[config.mk]
export PLATFORM = sky130hd
export DESIGN_NAME = brake_protect
export DESIGN_NICKNAME = d
export VERILOG_FILES = /design/src/brake_pkg.sv /design/src/brake_protect.sv /design/src/in_sync.sv /design/src/persist_timer.sv
export SDC_FILE = /design/constraint.sdc
export NUM_CORES = 2
export LEC_CHECK = 0
export BUFFER_PORTS_ARGS = -buffer_cell sky130_fd_sc_hd__buf_2
export CORE_MARGIN = 2
export CORE_UTILIZATION = 50
export DETAILED_ROUTE_END_ITERATION = 8
export PLACE_DENSITY = 0.68
export SETUP_SLACK_MARGIN = 0.5
export SLEW_MARGIN = 20
export SYNTH_ARGS = -nofsm -noshare
export SYNTH_HDL_FRONTEND = slang
export SYNTH_HIERARCHICAL = 1
export SYNTH_SLANG_ARGS = --single-unit
export TNS_END_PERCENT = 50
[constraint.sdc]
create_clock -name CLK_SYS_I -period 22.1 [get_ports CLK_SYS_I]
set_clock_uncertainty 0.15 [all_clocks]
set_input_delay 1.105 -clock CLK_SYS_I [delete_from_list [all_inputs] [get_ports CLK_SYS_I]]
set_output_delay 1.105 -clock CLK_SYS_I [all_outputs]
set_load 0.02 [all_outputs]
[src/brake_pkg.sv]
`default_nettype none
package brake_pkg;
    localparam int CLK_HZ = 40_000_000;
    localparam int TICK_TIME_US = 1000;
    localparam int TICK_CYC = CLK_HZ / 1_000_000 * TICK_TIME_US;
    localparam int RES_OVL_TIME_S = 120;
    localparam int RES_OVL_TICKS = RES_OVL_TIME_S * 1_000_000 / TICK_TIME_US;
    localparam logic [7:0] ADR_CTRL = 8'h00;
    localparam logic [7:0] ADR_BRK_LVL = 8'h04;
    localparam logic [7:0] ADR_BRK_RES = 8'h08;
    localparam logic [7:0] ADR_BRK_PWR = 8'h0c;
    localparam logic [7:0] ADR_MOTOR = 8'h10;
    localparam logic [7:0] ADR_OVL_ALM = 8'h14;
    localparam logic [7:0] ADR_THERM = 8'h18;
    localparam logic [7:0] ADR_STATUS = 8'h1c;
    localparam int CTRL_CLASS_LSB = 0;
    localparam int CTRL_REACT_LSB = 4;
    localparam int CTRL_AI_LSB = 8;
    localparam int CTRL_AO_LSB = 16;
    localparam int CTRL_AUTO_BIT = 24;
    localparam logic [31:0] CTRL_RST = 32'h0000_0000;
    localparam logic [10:0] BRK_LVL_RST = 11'h177;
    localparam logic [12:0] BRK_RES_RST = 13'h0000;
    localparam logic [16:0] BRK_PWR_RST = 17'h00104;
    localparam logic [15:0] RATED_RST = 16'h0064;
    localparam logic [15:0] SF_RST = 16'h0064;
    localparam logic [7:0] OVL_ALM_RST = 8'hc0;
    localparam logic [4:0] AO_FUNC_PTC = 5'h0d;
    localparam logic [4:0] AI_FUNC_PTC = 5'h04;
    localparam logic [11:0] PTC_SRC_UA = 12'h7d0;
    localparam logic [13:0] PTC_ALM_MV = 14'h1b58;
    localparam logic [13:0] PTC_FLT_MV = 14'h1e78;
    localparam logic [13:0] PTC_OK_LO_MV = 14'h012c;
    localparam logic [13:0] PTC_OK_HI_MV = 14'h0c80;
    localparam logic [13:0] PTC_SHORT_MV = 14'h0078;
    localparam logic [10:0] OV_TRIP_C0 = 11'h190;
    localparam logic [10:0] OV_TRIP_C1 = 11'h320;
    localparam logic [10:0] OV_TRIP_C5 = 11'h3e8;
    localparam logic [10:0] OV_TRIP_C8 = 11'h4b0;
    localparam logic [7:0] FREQ_HALF_PCT = 8'h32;
    localparam logic [7:0] FREQ_LOW_PCT = 8'h05;
    localparam logic [15:0] COOL_STEP = 16'h0001;
    localparam logic [6:0] PCT_SCALE = 7'h64;
    typedef enum logic [1:0] {
        REACT_BOTH, REACT_FAULT, REACT_ALARM, REACT_NONE
    } react_type;
    typedef struct packed {
        logic [10:0] dc_v;
        logic [16:0] res_pwr;
        logic [15:0] mot_cur;
        logic [7:0] freq_pct;
        logic [13:0] ptc_mv;
    } meas_type;
    typedef struct packed {
        logic ot_alarm;
        logic ovl_alarm;
        logic ot_fault;
        logic ovl_fault;
        logic res_fault;
        logic ov_fault;
    } status_type;
endpackage
`default_nettype wire

[src/brake_protect.sv]
`default_nettype none
module brake_protect
    import brake_pkg::*;
#(
    parameter int TICK_CYCLES = TICK_CYC,
    parameter int RES_OVL_COUNT = RES_OVL_TICKS
) (
    input wire logic CLK_SYS_I,
    input wire logic SYS_RST_I,
    input wire logic PSEL_I,
    input wire logic PENABLE_I,
    input wire logic PWRITE_I,
    input wire logic [7:0] PADDR_I,
    input wire logic [31:0] PWDATA_I,
    output logic [31:0] PRDATA_O,
    output logic PREADY_O,
    output logic PSLVERR_O,
    input wire logic [10:0] DC_LINK_V_I,
    input wire logic [16:0] RES_POWER_I,
    input wire logic [15:0] MOTOR_CUR_I,
    input wire logic [7:0] OUT_FREQ_I,
    input wire logic [13:0] PTC_MV_I,
    output logic BRAKE_ON_O,
    output logic PWM_ENABLE_O,
    output logic PTC_SRC_EN_O,
    output logic [11:0] PTC_SRC_UA_O,
    output logic FAULT_O,
    output logic ALARM_O,
    output logic [15:0] THERM_IMAGE_O
);
    function automatic logic [10:0] ov_trip(input logic [3:0] cls);
        logic [10:0] lvl;
        case (cls)
            4'h0: lvl = OV_TRIP_C0;
            4'h1, 4'h2, 4'h3, 4'h4: lvl = OV_TRIP_C1;
            4'h5, 4'h6, 4'h7: lvl = OV_TRIP_C5;
            default: lvl = OV_TRIP_C8;
        endcase
        return lvl;
    endfunction

    ////////////////////////////////////////////////////////////////////////
    meas_type meas_raw;
    meas_type meas;
    logic tick;
    logic res_done;
    wire logic res_over;

    assign meas_raw = '{dc_v: DC_LINK_V_I, res_pwr: RES_POWER_I,
        mot_cur: MOTOR_CUR_I, freq_pct: OUT_FREQ_I, ptc_mv: PTC_MV_I};

    in_sync #(.W($bits(meas_type))) u_sync (
        .clk_i(CLK_SYS_I),
        .rst_i(SYS_RST_I),
        .d_i(meas_raw),
        .q_o(meas)
    );

    persist_timer #(.TICK_CYCLES(TICK_CYCLES), .COUNT(RES_OVL_COUNT)) u_res (
        .clk_i(CLK_SYS_I),
        .rst_i(SYS_RST_I),
        .cond_i(res_over),
        .tick_o(tick),
        .done_o(res_done)
    );

    ////////////////////////////////////////////////////////////////////////
    logic [31:0] ctrl_reg;
    logic [10:0] brk_lvl_reg;
    logic [12:0] brk_res_reg;
    logic [16:0] brk_pwr_reg;
    logic [15:0] rated_reg;
    logic [15:0] sf_reg;
    logic [7:0] ovl_alm_reg;
    logic [15:0] image_reg;
    logic [15:0] image_next;
    status_type stat_reg;
    status_type stat_next;
    wire logic acc;
    wire logic wr;
    wire logic hit;
    wire logic [3:0] line_class;
    wire react_type react;
    wire logic [4:0] ai_func;
    wire logic [4:0] ao_func;
    wire logic auto_reset;
    logic [31:0] rd_data;
    status_type clr;

    assign acc = PSEL_I && PENABLE_I && !PREADY_O;
    assign wr = PSEL_I && PENABLE_I && PREADY_O && PWRITE_I && !PSLVERR_O;
    assign line_class = ctrl_reg[CTRL_CLASS_LSB +: 4];
    assign react = react_type'(ctrl_reg[CTRL_REACT_LSB +: 2]);
    assign ai_func = ctrl_reg[CTRL_AI_LSB +: 5];
    assign ao_func = ctrl_reg[CTRL_AO_LSB +: 5];
    assign auto_reset = ctrl_reg[CTRL_AUTO_BIT];
    assign hit = PADDR_I inside {ADR_CTRL, ADR_BRK_LVL, ADR_BRK_RES,
        ADR_BRK_PWR, ADR_MOTOR, ADR_OVL_ALM, ADR_THERM, ADR_STATUS};

    always_comb begin
        case (PADDR_I)
            ADR_CTRL: rd_data = ctrl_reg;
            ADR_BRK_LVL: rd_data = {21'h0, brk_lvl_reg};
            ADR_BRK_RES: rd_data = {19'h0, brk_res_reg};
            ADR_BRK_PWR: rd_data = {15'h0, brk_pwr_reg};
            ADR_MOTOR: rd_data = {sf_reg, rated_reg};
            ADR_OVL_ALM: rd_data = {24'h0, ovl_alm_reg};
            ADR_THERM: rd_data = {16'h0, image_reg};
            ADR_STATUS: rd_data = {26'h0, stat_reg};
            default: rd_data = 32'h0000_0000;
        endcase
    end

    assign clr = (wr && PADDR_I == ADR_STATUS)
        ? status_type'(PWDATA_I[5:0]) : '0;

    // One wait state: PREADY rises on the edge that ends the first access cycle, and the
    // write lands on the edge where the master sees it high.
    always_ff @(posedge CLK_SYS_I or posedge SYS_RST_I) begin
        if (SYS_RST_I) begin
            PREADY_O <= 1'b0;
            PSLVERR_O <= 1'b0;
            PRDATA_O <= 32'h0000_0000;
        end else begin
            PREADY_O <= acc;
            PSLVERR_O <= acc && !hit;
            PRDATA_O <= (acc && !PWRITE_I) ? rd_data : 32'h0000_0000;
        end
    end

    always_ff @(posedge CLK_SYS_I or posedge SYS_RST_I) begin
        if (SYS_RST_I) begin
            ctrl_reg <= CTRL_RST;
            brk_lvl_reg <= BRK_LVL_RST;
            brk_res_reg <= BRK_RES_RST;
            brk_pwr_reg <= BRK_PWR_RST;
            rated_reg <= RATED_RST;
            sf_reg <= SF_RST;
            ovl_alm_reg <= OVL_ALM_RST;
        end else if (wr) begin
            case (PADDR_I)
                ADR_CTRL: ctrl_reg <= PWDATA_I;
                ADR_BRK_LVL: brk_lvl_reg <= PWDATA_I[10:0];
                ADR_BRK_RES: brk_res_reg <= PWDATA_I[12:0];
                ADR_BRK_PWR: brk_pwr_reg <= PWDATA_I[16:0];
                ADR_MOTOR: {sf_reg, rated_reg} <= PWDATA_I;
                ADR_OVL_ALM: ovl_alm_reg <= PWDATA_I[7:0];
                default: ;
            endcase
        end
    end

    ////////////////////////////////////////////////////////////////////////
    wire logic dc_over_brk;
    wire logic dc_over_trip;

    assign dc_over_brk = meas.dc_v > brk_lvl_reg;
    assign dc_over_trip = meas.dc_v > ov_trip(line_class);
    assign res_over = (brk_res_reg != '0)
        && (meas.res_pwr > brk_pwr_reg);

    ////////////////////////////////////////////////////////////////////////
    // Thermal image: 16-bit heat store, full scale is the trip point.
    wire logic [15:0] trip_cur;
    wire logic above_sf;
    wire logic heating;
    wire logic [15:0] heat;
    wire logic [1:0] speed_shift;
    wire logic hot;
    wire logic [18:0] heat_scaled;
    wire logic [19:0] image_sum;
    wire logic image_full;
    wire logic ovl_fault_en;
    wire logic ovl_alarm_en;
    wire logic therm_wr;

    assign trip_cur = rated_reg + {2'b00, rated_reg[15:2]};
    assign above_sf = 32'(meas.mot_cur) * 32'(PCT_SCALE)
        > 32'(rated_reg) * 32'(sf_reg);
    assign heating = above_sf && meas.mot_cur > trip_cur;
    assign heat = meas.mot_cur - trip_cur;
    assign speed_shift = (meas.freq_pct < FREQ_LOW_PCT) ? 2'd2
        : (meas.freq_pct < FREQ_HALF_PCT) ? 2'd1 : 2'd0;
    assign hot = image_reg[15];
    assign heat_scaled = {3'b000, heat} << (speed_shift + {1'b0, hot});
    assign image_sum = {4'h0, image_reg} + {1'b0, heat_scaled};
    assign image_full = image_reg == 16'hffff;
    assign ovl_fault_en = react == REACT_BOTH
        || react == REACT_FAULT;
    assign ovl_alarm_en = react == REACT_BOTH
        || react == REACT_ALARM;
    assign therm_wr = wr && PADDR_I == ADR_THERM;

    always_comb begin
        image_next = image_reg;
        if (therm_wr) begin
            image_next = PWDATA_I[15:0];
        end else if (tick && heating) begin
            image_next = (image_sum > 20'h0ffff) ? 16'hffff : image_sum[15:0];
        end else if (tick && image_reg >= COOL_STEP) begin
            image_next = image_reg - COOL_STEP;
        end
    end

    ////////////////////////////////////////////////////////////////////////
    wire logic ptc_used;
    wire logic ptc_ok;
    wire logic ptc_alarm_set;
    wire logic ptc_fault_set;

    assign ptc_used = ai_func == AI_FUNC_PTC;
    assign ptc_ok = meas.ptc_mv > PTC_OK_LO_MV
        && meas.ptc_mv < PTC_OK_HI_MV;
    assign ptc_alarm_set = ptc_used && meas.ptc_mv > PTC_ALM_MV;
    assign ptc_fault_set = ptc_used && (meas.ptc_mv > PTC_FLT_MV
        || meas.ptc_mv < PTC_SHORT_MV);

    // Faults are sticky, except ot_fault with auto_reset set; a set in the same cycle as a clear wins.
    always_comb begin
        stat_next = stat_reg;
        stat_next.ov_fault = dc_over_trip
            || (stat_reg.ov_fault && !clr.ov_fault);
        // A done pulse left over from before the resistance was zeroed
        // must not set the fault once supervision is off.
        stat_next.res_fault = (res_done && brk_res_reg != '0)
            || (stat_reg.res_fault && !clr.res_fault);
        stat_next.ovl_fault = (ovl_fault_en && image_full && above_sf)
            || (stat_reg.ovl_fault && !clr.ovl_fault);
        stat_next.ovl_alarm = ovl_alarm_en
            && image_reg[15:8] >= ovl_alm_reg;
        // The shorted-sensor and hot reset windows never overlap, so a
        // clear can only succeed with the sensor back in normal range.
        if (ptc_fault_set) begin
            stat_next.ot_fault = 1'b1;
        end else if (ptc_ok && (clr.ot_fault || auto_reset)) begin
            stat_next.ot_fault = 1'b0;
        end
        if (!ptc_used) begin
            stat_next.ot_alarm = 1'b0;
        end else if (ptc_alarm_set) begin
            stat_next.ot_alarm = 1'b1;
        end else if (ptc_ok) begin
            stat_next.ot_alarm = 1'b0;
        end
    end

    wire logic fault_any_next;
    wire logic alarm_any_next;

    assign fault_any_next = stat_next.ov_fault || stat_next.res_fault
        || stat_next.ovl_fault || stat_next.ot_fault;
    assign alarm_any_next = stat_next.ovl_alarm || stat_next.ot_alarm;

    always_ff @(posedge CLK_SYS_I or posedge SYS_RST_I) begin
        if (SYS_RST_I) begin
            stat_reg <= '0;
            image_reg <= 16'h0000;
            BRAKE_ON_O <= 1'b0;
            PWM_ENABLE_O <= 1'b0;
            PTC_SRC_EN_O <= 1'b0;
            PTC_SRC_UA_O <= 12'h000;
            FAULT_O <= 1'b0;
            ALARM_O <= 1'b0;
            THERM_IMAGE_O <= 16'h0000;
        end else begin
            stat_reg <= stat_next;
            image_reg <= image_next;
            BRAKE_ON_O <= dc_over_brk && !fault_any_next;
            PWM_ENABLE_O <= !fault_any_next;
            PTC_SRC_EN_O <= ao_func == AO_FUNC_PTC;
            PTC_SRC_UA_O <= (ao_func == AO_FUNC_PTC) ? PTC_SRC_UA : 12'h000;
            FAULT_O <= fault_any_next;
            ALARM_O <= alarm_any_next;
            THERM_IMAGE_O <= image_next;
        end
    end

    ////////////////////////////////////////////////////////////////////////
    wire logic any_fault;
    assign any_fault = stat_reg.ov_fault || stat_reg.res_fault
        || stat_reg.ovl_fault || stat_reg.ot_fault;

    property p_brake_cause;
        @(posedge CLK_SYS_I) disable iff (SYS_RST_I)
        BRAKE_ON_O |-> $past(dc_over_brk) && !any_fault;
    endproperty
    a_brake_cause: assert property (p_brake_cause)
        else $error("brake switch on without cause");

    property p_ov_trip;
        @(posedge CLK_SYS_I) disable iff (SYS_RST_I)
        dc_over_trip |=> stat_reg.ov_fault && !PWM_ENABLE_O;
    endproperty
    a_ov_trip: assert property (p_ov_trip)
        else $error("overvoltage did not trip");

    property p_res_off;
        @(posedge CLK_SYS_I) disable iff (SYS_RST_I)
        (brk_res_reg == '0 && !stat_reg.res_fault) |=> !stat_reg.res_fault;
    endproperty
    a_res_off: assert property (p_res_off)
        else $error("resistor fault with zero resistance");

    property p_fault_stop;
        @(posedge CLK_SYS_I) disable iff (SYS_RST_I)
        any_fault |-> !PWM_ENABLE_O && !BRAKE_ON_O;
    endproperty
    a_fault_stop: assert property (p_fault_stop)
        else $error("pulses active during fault");

    property p_alarm_run;
        @(posedge CLK_SYS_I) disable iff (SYS_RST_I)
        (ALARM_O && !FAULT_O) |-> PWM_ENABLE_O;
    endproperty
    a_alarm_run: assert property (p_alarm_run)
        else $error("alarm stopped the output");

    property p_react_none;
        @(posedge CLK_SYS_I) disable iff (SYS_RST_I)
        (react == REACT_NONE && !stat_reg.ovl_fault)
            |=> !stat_reg.ovl_fault && !stat_reg.ovl_alarm;
    endproperty
    a_react_none: assert property (p_react_none)
        else $error("disabled overload still reacted");

    property p_sf_safe;
        @(posedge CLK_SYS_I) disable iff (SYS_RST_I)
        (!above_sf && !stat_reg.ovl_fault) |=> !stat_reg.ovl_fault;
    endproperty
    a_sf_safe: assert property (p_sf_safe)
        else $error("overload trip below service current");

    property p_ptc_src;
        @(posedge CLK_SYS_I) disable iff (SYS_RST_I)
        PTC_SRC_EN_O |-> PTC_SRC_UA_O == PTC_SRC_UA;
    endproperty
    a_ptc_src: assert property (p_ptc_src)
        else $error("PTC source current wrong");

    property p_ot_fault;
        @(posedge CLK_SYS_I) disable iff (SYS_RST_I)
        (ptc_used && meas.ptc_mv > PTC_FLT_MV) |=> ##1 FAULT_O;
    endproperty
    a_ot_fault: assert property (p_ot_fault)
        else $error("overtemperature fault missing");

    property p_ot_hold;
        @(posedge CLK_SYS_I) disable iff (SYS_RST_I)
        (ptc_used && meas.ptc_mv >= PTC_OK_HI_MV
            && meas.ptc_mv <= PTC_ALM_MV) |=> $stable(stat_reg.ot_alarm);
    endproperty
    a_ot_hold: assert property (p_ot_hold)
        else $error("overtemperature alarm moved in band");

    c_brake: cover property (@(posedge CLK_SYS_I) disable iff (SYS_RST_I)
        $rose(BRAKE_ON_O));
    c_res_fault: cover property (@(posedge CLK_SYS_I)
        disable iff (SYS_RST_I) $rose(stat_reg.res_fault));
    c_ovl_fault: cover property (@(posedge CLK_SYS_I)
        disable iff (SYS_RST_I) $rose(stat_reg.ovl_fault));
    c_ot_reset: cover property (@(posedge CLK_SYS_I)
        disable iff (SYS_RST_I) $fell(stat_reg.ot_fault));
endmodule
`default_nettype wire

[src/in_sync.sv]
`default_nettype none
module in_sync #(
    parameter int W = 8
) (
    input wire logic clk_i,
    input wire logic rst_i,
    input wire logic [W-1:0] d_i,
    output logic [W-1:0] q_o
);
    logic [W-1:0] meta_reg;

    generate
        if (W < 1) begin : g_chk
            $error("in_sync width must be positive");
        end
    endgenerate

    // Multi-bit values are slow analog samples; a torn word lasts one cycle.
    always_ff @(posedge clk_i or posedge rst_i) begin
        if (rst_i) begin
            meta_reg <= '0;
            q_o <= '0;
        end else begin
            meta_reg <= d_i;
            q_o <= meta_reg;
        end
    end
endmodule
`default_nettype wire

[src/persist_timer.sv]
`default_nettype none
module persist_timer #(
    parameter int TICK_CYCLES = 40000,
    parameter int COUNT = 120000
) (
    input wire logic clk_i,
    input wire logic rst_i,
    input wire logic cond_i,
    output logic tick_o,
    output logic done_o
);
    localparam int PW = $clog2(TICK_CYCLES + 1);
    localparam int CW = $clog2(COUNT + 1);
    logic [PW-1:0] pre_reg;
    logic [CW-1:0] cnt_reg;
    wire logic pre_end;
    wire logic cnt_full;

    generate
        if (TICK_CYCLES < 1 || COUNT < 1) begin : g_chk
            $error("persist_timer counts must be positive");
        end
    endgenerate

    assign pre_end = pre_reg == PW'(TICK_CYCLES - 1);
    assign cnt_full = cnt_reg == CW'(COUNT);

    // The count restarts whenever the condition drops, so only an
    // uninterrupted stretch of the full length reports done.
    always_ff @(posedge clk_i or posedge rst_i) begin
        if (rst_i) begin
            pre_reg <= '0;
            cnt_reg <= '0;
            tick_o <= 1'b0;
            done_o <= 1'b0;
        end else begin
            pre_reg <= pre_end ? '0 : pre_reg + 1'b1;
            tick_o <= pre_end;
            if (!cond_i) begin
                cnt_reg <= '0;
            end else if (pre_end && !cnt_full) begin
                cnt_reg <= cnt_reg + 1'b1;
            end
            done_o <= cond_i && cnt_full;
        end
    end
endmodule
`default_nettype wire

; ---- Word level (Yosys, flattened, before mapping)
; Memories as Yosys holds them, arrays and structs flattened.
; Cells that the tools add are included.
[word_totals]
regBits = 352
rom_bits = 48
in_bits = 111
out_inout_bits = 67
word_cells = 147
memories = 1
[op_classes]
addsub = 7
mul = 2
order_cmp = 15
eq_ne = 15
n_shift = 1
n_mux = 19
reduce_logical = 58
[memory_table]
columns = memory, words, word_bits, rd, rd_clocked_by_memory_dff, write_ports, line_no
row1 = (no name shown), 8, 6, 1, 0, 0, brake_protect.sv:33  ; case (cls)
[op_table]
columns = op, n
row1 = one-hot mux 32 bit (8 select lines), 1
row2 = 2-to-1 mux 16 bit, 5
row3 = 2-to-1 mux 17 bit, 2
row4 = "== test 16 bit, second input constant", 2
row5 = "== test 8 x 5 -> 1 bit, second input constant", 4
row6 = > comparator 23 x 32 -> 1 bit, 1
row7 = multiplier 16 x 16 -> 32 bit, 1
row8 = 2-to-1 mux 32 bit, 1
row9 = "> comparator 14 x 13 -> 1 bit, second input constant", 2
row10 = logical AND 1 bit, 27
row11 = > comparator 11 bit, 2
row12 = 2-to-1 mux 11 bit, 2
row13 = "multiplier 16 x 5 -> 21 bit, second input constant", 1
row14 = adder 16 x 19 -> 20 bit, 1
row15 = "> comparator 20 x 16 -> 1 bit, second input constant", 1
row16 = << shifter 16 x 2 -> 19 bit, 1
row17 = "adder 17 x 1 -> 17 bit, second input constant", 1
row18 = "== test 17 bit, second input constant", 1
row19 = > comparator 17 bit, 1
row20 = "adder 16 x 1 -> 16 bit, second input constant", 1
row21 = adder 16 x 14 -> 16 bit, 1
row22 = "== test 8 x 4 -> 1 bit, second input constant", 2
row23 = ">= comparator 16 x 1 -> 1 bit, second input constant", 1
row24 = > comparator 16 bit, 1
row25 = 26 further kinds, 54

; ---- Longest topological paths before layout
[logic_depth]
depth_word = 14
depth_mapped = 35
mapped_depth_nobuf = 32

; ---- By module
; Netlist, hierarchy kept.
[modules_own_cells]
columns = mod, n_inst, cells_each, area_each_um2, seq_area_each_um2
row1 = brake_protect, 1, 2471, 22211.3, 4375.4
row2 = in_sync, 1, 133, 3306.9, 3303.2
row3 = persist_timer, 1, 179, 1821.7, 875.8

; ---- Worst setup path before layout
; No wires, ideal clock.
[synth_path]
path_type = register -> register
from = reg sf_reg[2]
to = reg image_reg[12]
t_arrival_ps = 8133
setup_slack_ps = 13688
stages_incl_launch_ff = 34
path_buffers = 4
synth_period_minus_slack_ps = 8412
path_cell_list = dfstp_2 > clkbuf_1 > clkbuf_1 > nand2_1 > fa_1 > fa_1 > fa_1 > fa_1 > inv_1 > fa_1 > inv_1 > fa_1 > inv_1 > ha_1 > nor3_1 > nand2b_1 > o211ai_1 > a211o_1 > and2_1 > o21bai_1 > a21oi_1 > xor2_1 > ha_1 > nand4_1 > nor3_1 > a31o_1 > a2111oi_0 > and4_1 > nand4_1 > or4_1 > buf_2 > buf_6 > nor4b_1 > a21oi_1
[synth_via]
elab_chain_cells = 6
[synth_lines]
columns = element, line_no
row1 = start: declaration, brake_protect.sv:73  ; logic [15:0] sf_reg;
row2 = start signal: assignment, brake_protect.sv:138  ; sf_reg <= SF_RST;
row3 = start signal: assignment, brake_protect.sv:146  ; ADR_MOTOR: {sf_reg, rated_reg} <= PWDATA_I;
row4 = multiplier 16 x 16 -> 32 bit (*), brake_protect.sv:179  ; > 32'(rated_reg) * 32'(sf_reg);
row5 = > comparator 23 x 32 -> 1 bit (*), brake_protect.sv:179
row6 = logical AND 1 bit (*), brake_protect.sv:180  ; assign heating = above_sf && meas.mot_cur > trip_cur;
row7 = logical AND 1 bit (*), brake_protect.sv:198  ; end else if (tick && heating) begin
row8 = 2-to-1 mux 16 bit, brake_protect.sv:198
row9 = 2-to-1 mux 16 bit, brake_protect.sv:196  ; if (therm_wr) begin
row10 = end signal: assignment, brake_protect.sv:267  ; image_reg <= image_next;
row11 = end: declaration, brake_protect.sv:75  ; logic [15:0] image_reg;
; Every way passes the cells marked *; elsewhere a longest branch is shown, timed or not.
; A chain may end at the register's enable or synchronous reset.

; ---- Worst setup path in the final report
[layout_path]
from = reg rated_reg[0]
to = reg image_reg[14]
[layout_via]
elab_chain_cells = 8
[layout_lines]
columns = element, line_no
row1 = start: declaration, brake_protect.sv:72  ; logic [15:0] rated_reg;
row2 = start signal: assignment, brake_protect.sv:137  ; rated_reg <= RATED_RST;
row3 = start signal: assignment, brake_protect.sv:146
row4 = adder 16 x 14 -> 16 bit, brake_protect.sv:177  ; assign trip_cur = rated_reg + {2'b00, rated_reg[15:2]};
row5 = subtractor 16 bit, brake_protect.sv:181  ; assign heat = meas.mot_cur - trip_cur;
row6 = << shifter 16 x 2 -> 19 bit, brake_protect.sv:185  ; assign heat_scaled = {3'b000, heat} << (speed_shift + {1'b0, hot});
row7 = adder 16 x 19 -> 20 bit, brake_protect.sv:186  ; assign image_sum = {4'h0, image_reg} + {1'b0, heat_scaled};
row8 = > comparator 20 x 16 -> 1 bit, brake_protect.sv:199  ; image_next = (image_sum > 20'h0ffff) ? 16'hffff : image_sum[15:0];
row9 = 2-to-1 mux 16 bit, brake_protect.sv:199
row10 = 2-to-1 mux 16 bit, brake_protect.sv:198
row11 = 2-to-1 mux 16 bit, brake_protect.sv:196
; Several ways; a longest one is shown, not always the timed one.

==> results <==
- STA classifies the critical path endpoint as a register.
- Timing analysis after detailed placement gives a worst setup slack of between 10 and 15 ns.
- The ratio of cells with drive above 1 in the final layout is 0.131.
- Synthesis instantiated 88 different standard cells from the library.
- The primary flip-flop cell chosen by synthesis mapping is sky130_fd_sc_hd__dfrtp_1.
- The async set-reset flop share out of synthesis is 1.00.
- In this run, synthesis inferred 0 flip-flops with an integrated enable.
- The layout filler cell count is 4688.
- Of the total power, the clock network draws 0.407.
- Routability-driven placement finished with a final weighted congestion of 0.925.
- The slew of the pin with the lowest slew margin is 1.20 ns.
- The share of cell area taken by muxes after synthesis is 0.0416.
- The die width is 238 µm.
- The largest net degree at the start of global routing is 91.
- The share of total power dissipated in sequential elements is 0.430.
- The register clock-pin slew on the reported worst setup and hold paths is ~0.06 ns.
- After detailed routing, the average wire length per cell comes to 20.2 µm.
- The y dimension of the die is 238 µm.
- For this run, the share of the core covered by cells in the final layout is 0.556.
- In the routed layout, each cell is associated on average with a via count of roughly 5.8.
- The share of the Yosys chip area taken by registers is 0.313.
- The remaining max-slew budget at the tightest pin is 0.187.
- The commonest cells after synthesis are 370 x sky130_fd_sc_hd__inv_1, 324 x sky130_fd_sc_hd__dfrtp_1, 276 x sky130_fd_sc_hd__ha_1.
- The post-cts repair resize count is 0.
- The post-synthesis share of cell area spent on xor and xnor gates is 0.0333.
- The slowest stage of the critical path is the sky130_fd_sc_hd__or4_2 cell.
- In this run the most critical hold path is launched from u_sync/meta_reg[19].
- The die covers 0.0566 mm².
- The number of global-route vias before repair is 21.5k.
- For this configuration, the core starts out at a cell density of 0.507.
- The buffer depth of the longest clock path is 3.
- The area growth from synthesis to layout is 9.69%.
- The number of failing hold endpoints at the final stage is 0.
- Setup repair after global routing left no endpoint under its margin.
- The number of H-tree branching levels is 2.
- The top cell type's share of synthesized area is 0.297.
- Dividing the final minimum period by the clock period gives 0.447.
- The cell type contributing the most total cell area after synthesis is sky130_fd_sc_hd__dfrtp_1.
- The post-layout net count is 3495.
- The cell area after technology mapping is about 0.027 mm².
- The number of synthesized register bits is roughly 340.
- 178 I/O pins were placed.
- The overall via count from detail_route is around 21k.
- The filler-free cell count of the finished design is 3624.
- The clock sink count is 341.
- The number of cells produced by synthesis is 2783.
- For this run, design rule violations remaining after detail routing come to 0.
- The Yosys step of the flow raised 6 warnings.
- The wire length of the first global-routing pass is between 100000 and 150000 µm.
- The critical path contains buffers and inverters numbering 3 combined.
- The clock tree from TritonCTS is done.
- The adder-cell area share of the yosys netlist is 0.279.
- The smallest setup slack after layout is approximately 12 ns.
- The critical path launch point type is a register.
- The HPWL reported at the end of detailed placement is 56700 µm.
- Final hold analysis gives a worst-case slack of 0.195 ns.
- The count of nets left with antenna violations after detail routing is 0.
- The total routing usage reported by global routing is 0.263.
- The insertion delay of the later-clocked pin in the worst-skew pair is around 0.57 ns.
- After detailed routing, the total wire length is 73100 µm.
- Setup violations remaining at the end of the flow were counted as 0.
- Static timing analysis puts the maximum clock frequency at approximately 100 MHz.
- The fraction of power consumed by combinational cells is 0.162.
- The cell that appears most often on the critical path is sky130_fd_sc_hd__fa_1.
- VDD sags by at most approximately 0.074 mV.
- Of the total power, the share spent switching nets is 0.275.
- In this run the clock root is driven by a sky130_fd_sc_hd__clkbuf_16.
- In this design, the stage delay of the slowest critical-path cell is 1.00 ns.
- The remaining global-route overflow is 0.
- The first-pass iteration count of the detailed router is 6.
- The class of the tightest hold or removal check is register to register.
- In this run the static leakage power is 14.6 nW.
- The main combinational cell family by area after synthesis is adder cells.
- Of the total synthesized cell area, the portion taken by AND, OR, NAND and NOR gates is 0.146.
- The run finished with clean final reports.
- The final max-slew violation count was 0.
- In the post-synthesis netlist, the cell with the most instances is sky130_fd_sc_hd__inv_1.
- The power dissipated by switching net loads is 0.414 mW.
- After floorplanning, the core was sized to cover 0.0539 mm².
- The critical path class is register to register.
- The post-synthesis compound-gate area fraction came to 0.117.
- The cell family contributing the most delay on the critical path is adder cells.
- TritonCTS created 36 clock buffers.
- Averaged over all synthesized cells, the footprint is 9.82 µm².
- The number of antenna repair diodes is 0.
- The post-placement cell count is 3558.
- The total of max-cap violations is 0.
- Row generation in the floorplan step produced 85 rows.
- The endpoint required time on the critical path is about 22 ns.
- Internal power comes to about 1.1 mW.
- For this block, the initial DRC count from the detailed router was 1527.
- The maximum fanout along the worst path is 32.
- The count of hold buffers inserted by post-cts repair is 0.
- The critical path starts at rated_reg[0].
- The worst path in the final design needs a cycle of 9.88 ns, including I/O delays and setup.
- Ranked by total cell area, the synthesized netlist is headed by sky130_fd_sc_hd__dfrtp_1 30%, sky130_fd_sc_hd__fa_1 15%, sky130_fd_sc_hd__ha_1 13%.
- The count of buffers added by post-CTS timing repair for setup is 0.
- The startpoint identified for the worst register-to-register timing path is rated_reg[0].
- The number of port buffers is 171.
- The initial antenna violation count is 1.
- The data arrival at the endpoint of the critical path is around 10 ns.
- The total negative slack for setup checks is 0 ns.
- The power density over cell area is 50.3 mW/mm².
==> cells by family after synthesis <==
family | Yosys count
AND/OR/NAND/NOR | 783
buffers and inverters | 487
adder cells (fa/ha/maj) | 484
AO/OA/AOI/OAI | 482
flip-flops | 341
XOR/XNOR | 104
multiplexers | 101
other | 1
==> per-stage QoR <==
step                total power, mW  area (µm²)
floorplan                     0.830       27400
finish                         1.51       30000
detailed placement            0.902       28800
CTS                            1.52       30000
global route                   1.58       30000
global placement              0.891       28800
==> layout make-up <==
class	count	area (µm²)	area share
Clock inverter	13	133	0.00442
Multi-Input combinational cell	1960	16900	0.565
Tap cell	696	871	0.0290
Inverter	372	1410	0.0469
Clock buffer	53	1080	0.0362
Sequential cell	341	8550	0.285
Timing Repair Buffer	189	995	0.0332
==> layout by cell type (no fill, tap or decap), drive strengths merged, types with 21 or more instances in the layout <==
| cell | n |
|---|---|
| nor3 | 42 |
| ha | 276 |
| o21a | 26 |
| a21o | 33 |
| clkbuf | 53 |
| nor2b | 21 |
| mux2 | 80 |
| nand3 | 46 |
| xnor2 | 65 |
| a21oi | 113 |
| inv | 376 |
| buf | 189 |
| fa | 208 |
| and2 | 134 |
| nor2 | 126 |
| nor4 | 32 |
| xor2 | 39 |
| dfrtp | 324 |
| nand2 | 248 |
| nand4 | 38 |
| o21ai | 99 |
| a22oi | 53 |
==> power groups by stage <==
| stage | sequential (mW) | clock, mW | combinational [mW] |
|---|---|---|---|
| floorplan | 0.655 | 0 | 0.174 |
| global placement | 0.659 | 0 | 0.231 |
| detailed placement | 0.660 | 0 | 0.242 |
| CTS | 0.649 | 0.626 | 0.244 |
| global route | 0.650 | 0.654 | 0.278 |
| finish | 0.649 | 0.614 | 0.244 |
==> routing by layer <==
metal | up-vias | wire length, µm | part of all wire | track usage
li1 | 9624 | - | - | -
met1 | 10400 | 30100 | 0.41 | 0.341
met2 | 693 | 35500 | 0.49 | 0.441
met3 | 167 | 4500 | 0.062 | 0.0421
met4 | 2 | 2960 | 0.041 | 0.107
met5 | - | 13 | 0.00018 | 0
==> worst reg2reg max path, delay by kind of cell, from the launching register on <==
kind            cells  cell delay, ns
xor+xnor            1            0.16
buf+inv             3            0.16
simple gates        9            2.52
fa+ha+maj           8            3.98
flops               1            0.94
compound gates      7            1.84
==> worst paths after layout <==
path | endpoint | slack, ns | depth (start not counted)
max | image_reg[14] | 12.22 | 28
min | u_sync/q_o[19] | 0.20 | 0
max reg2reg | image_reg[14] | 12.22 | 28
min reg2reg | u_sync/q_o[19] | 0.20 | 0
max in group asynchronous | PRDATA_O[12] | 19.89 | 3
min in group asynchronous | u_sync/meta_reg[54] | 0.47 | 2
No activity file was read; power rests on OpenSTA's default activity.
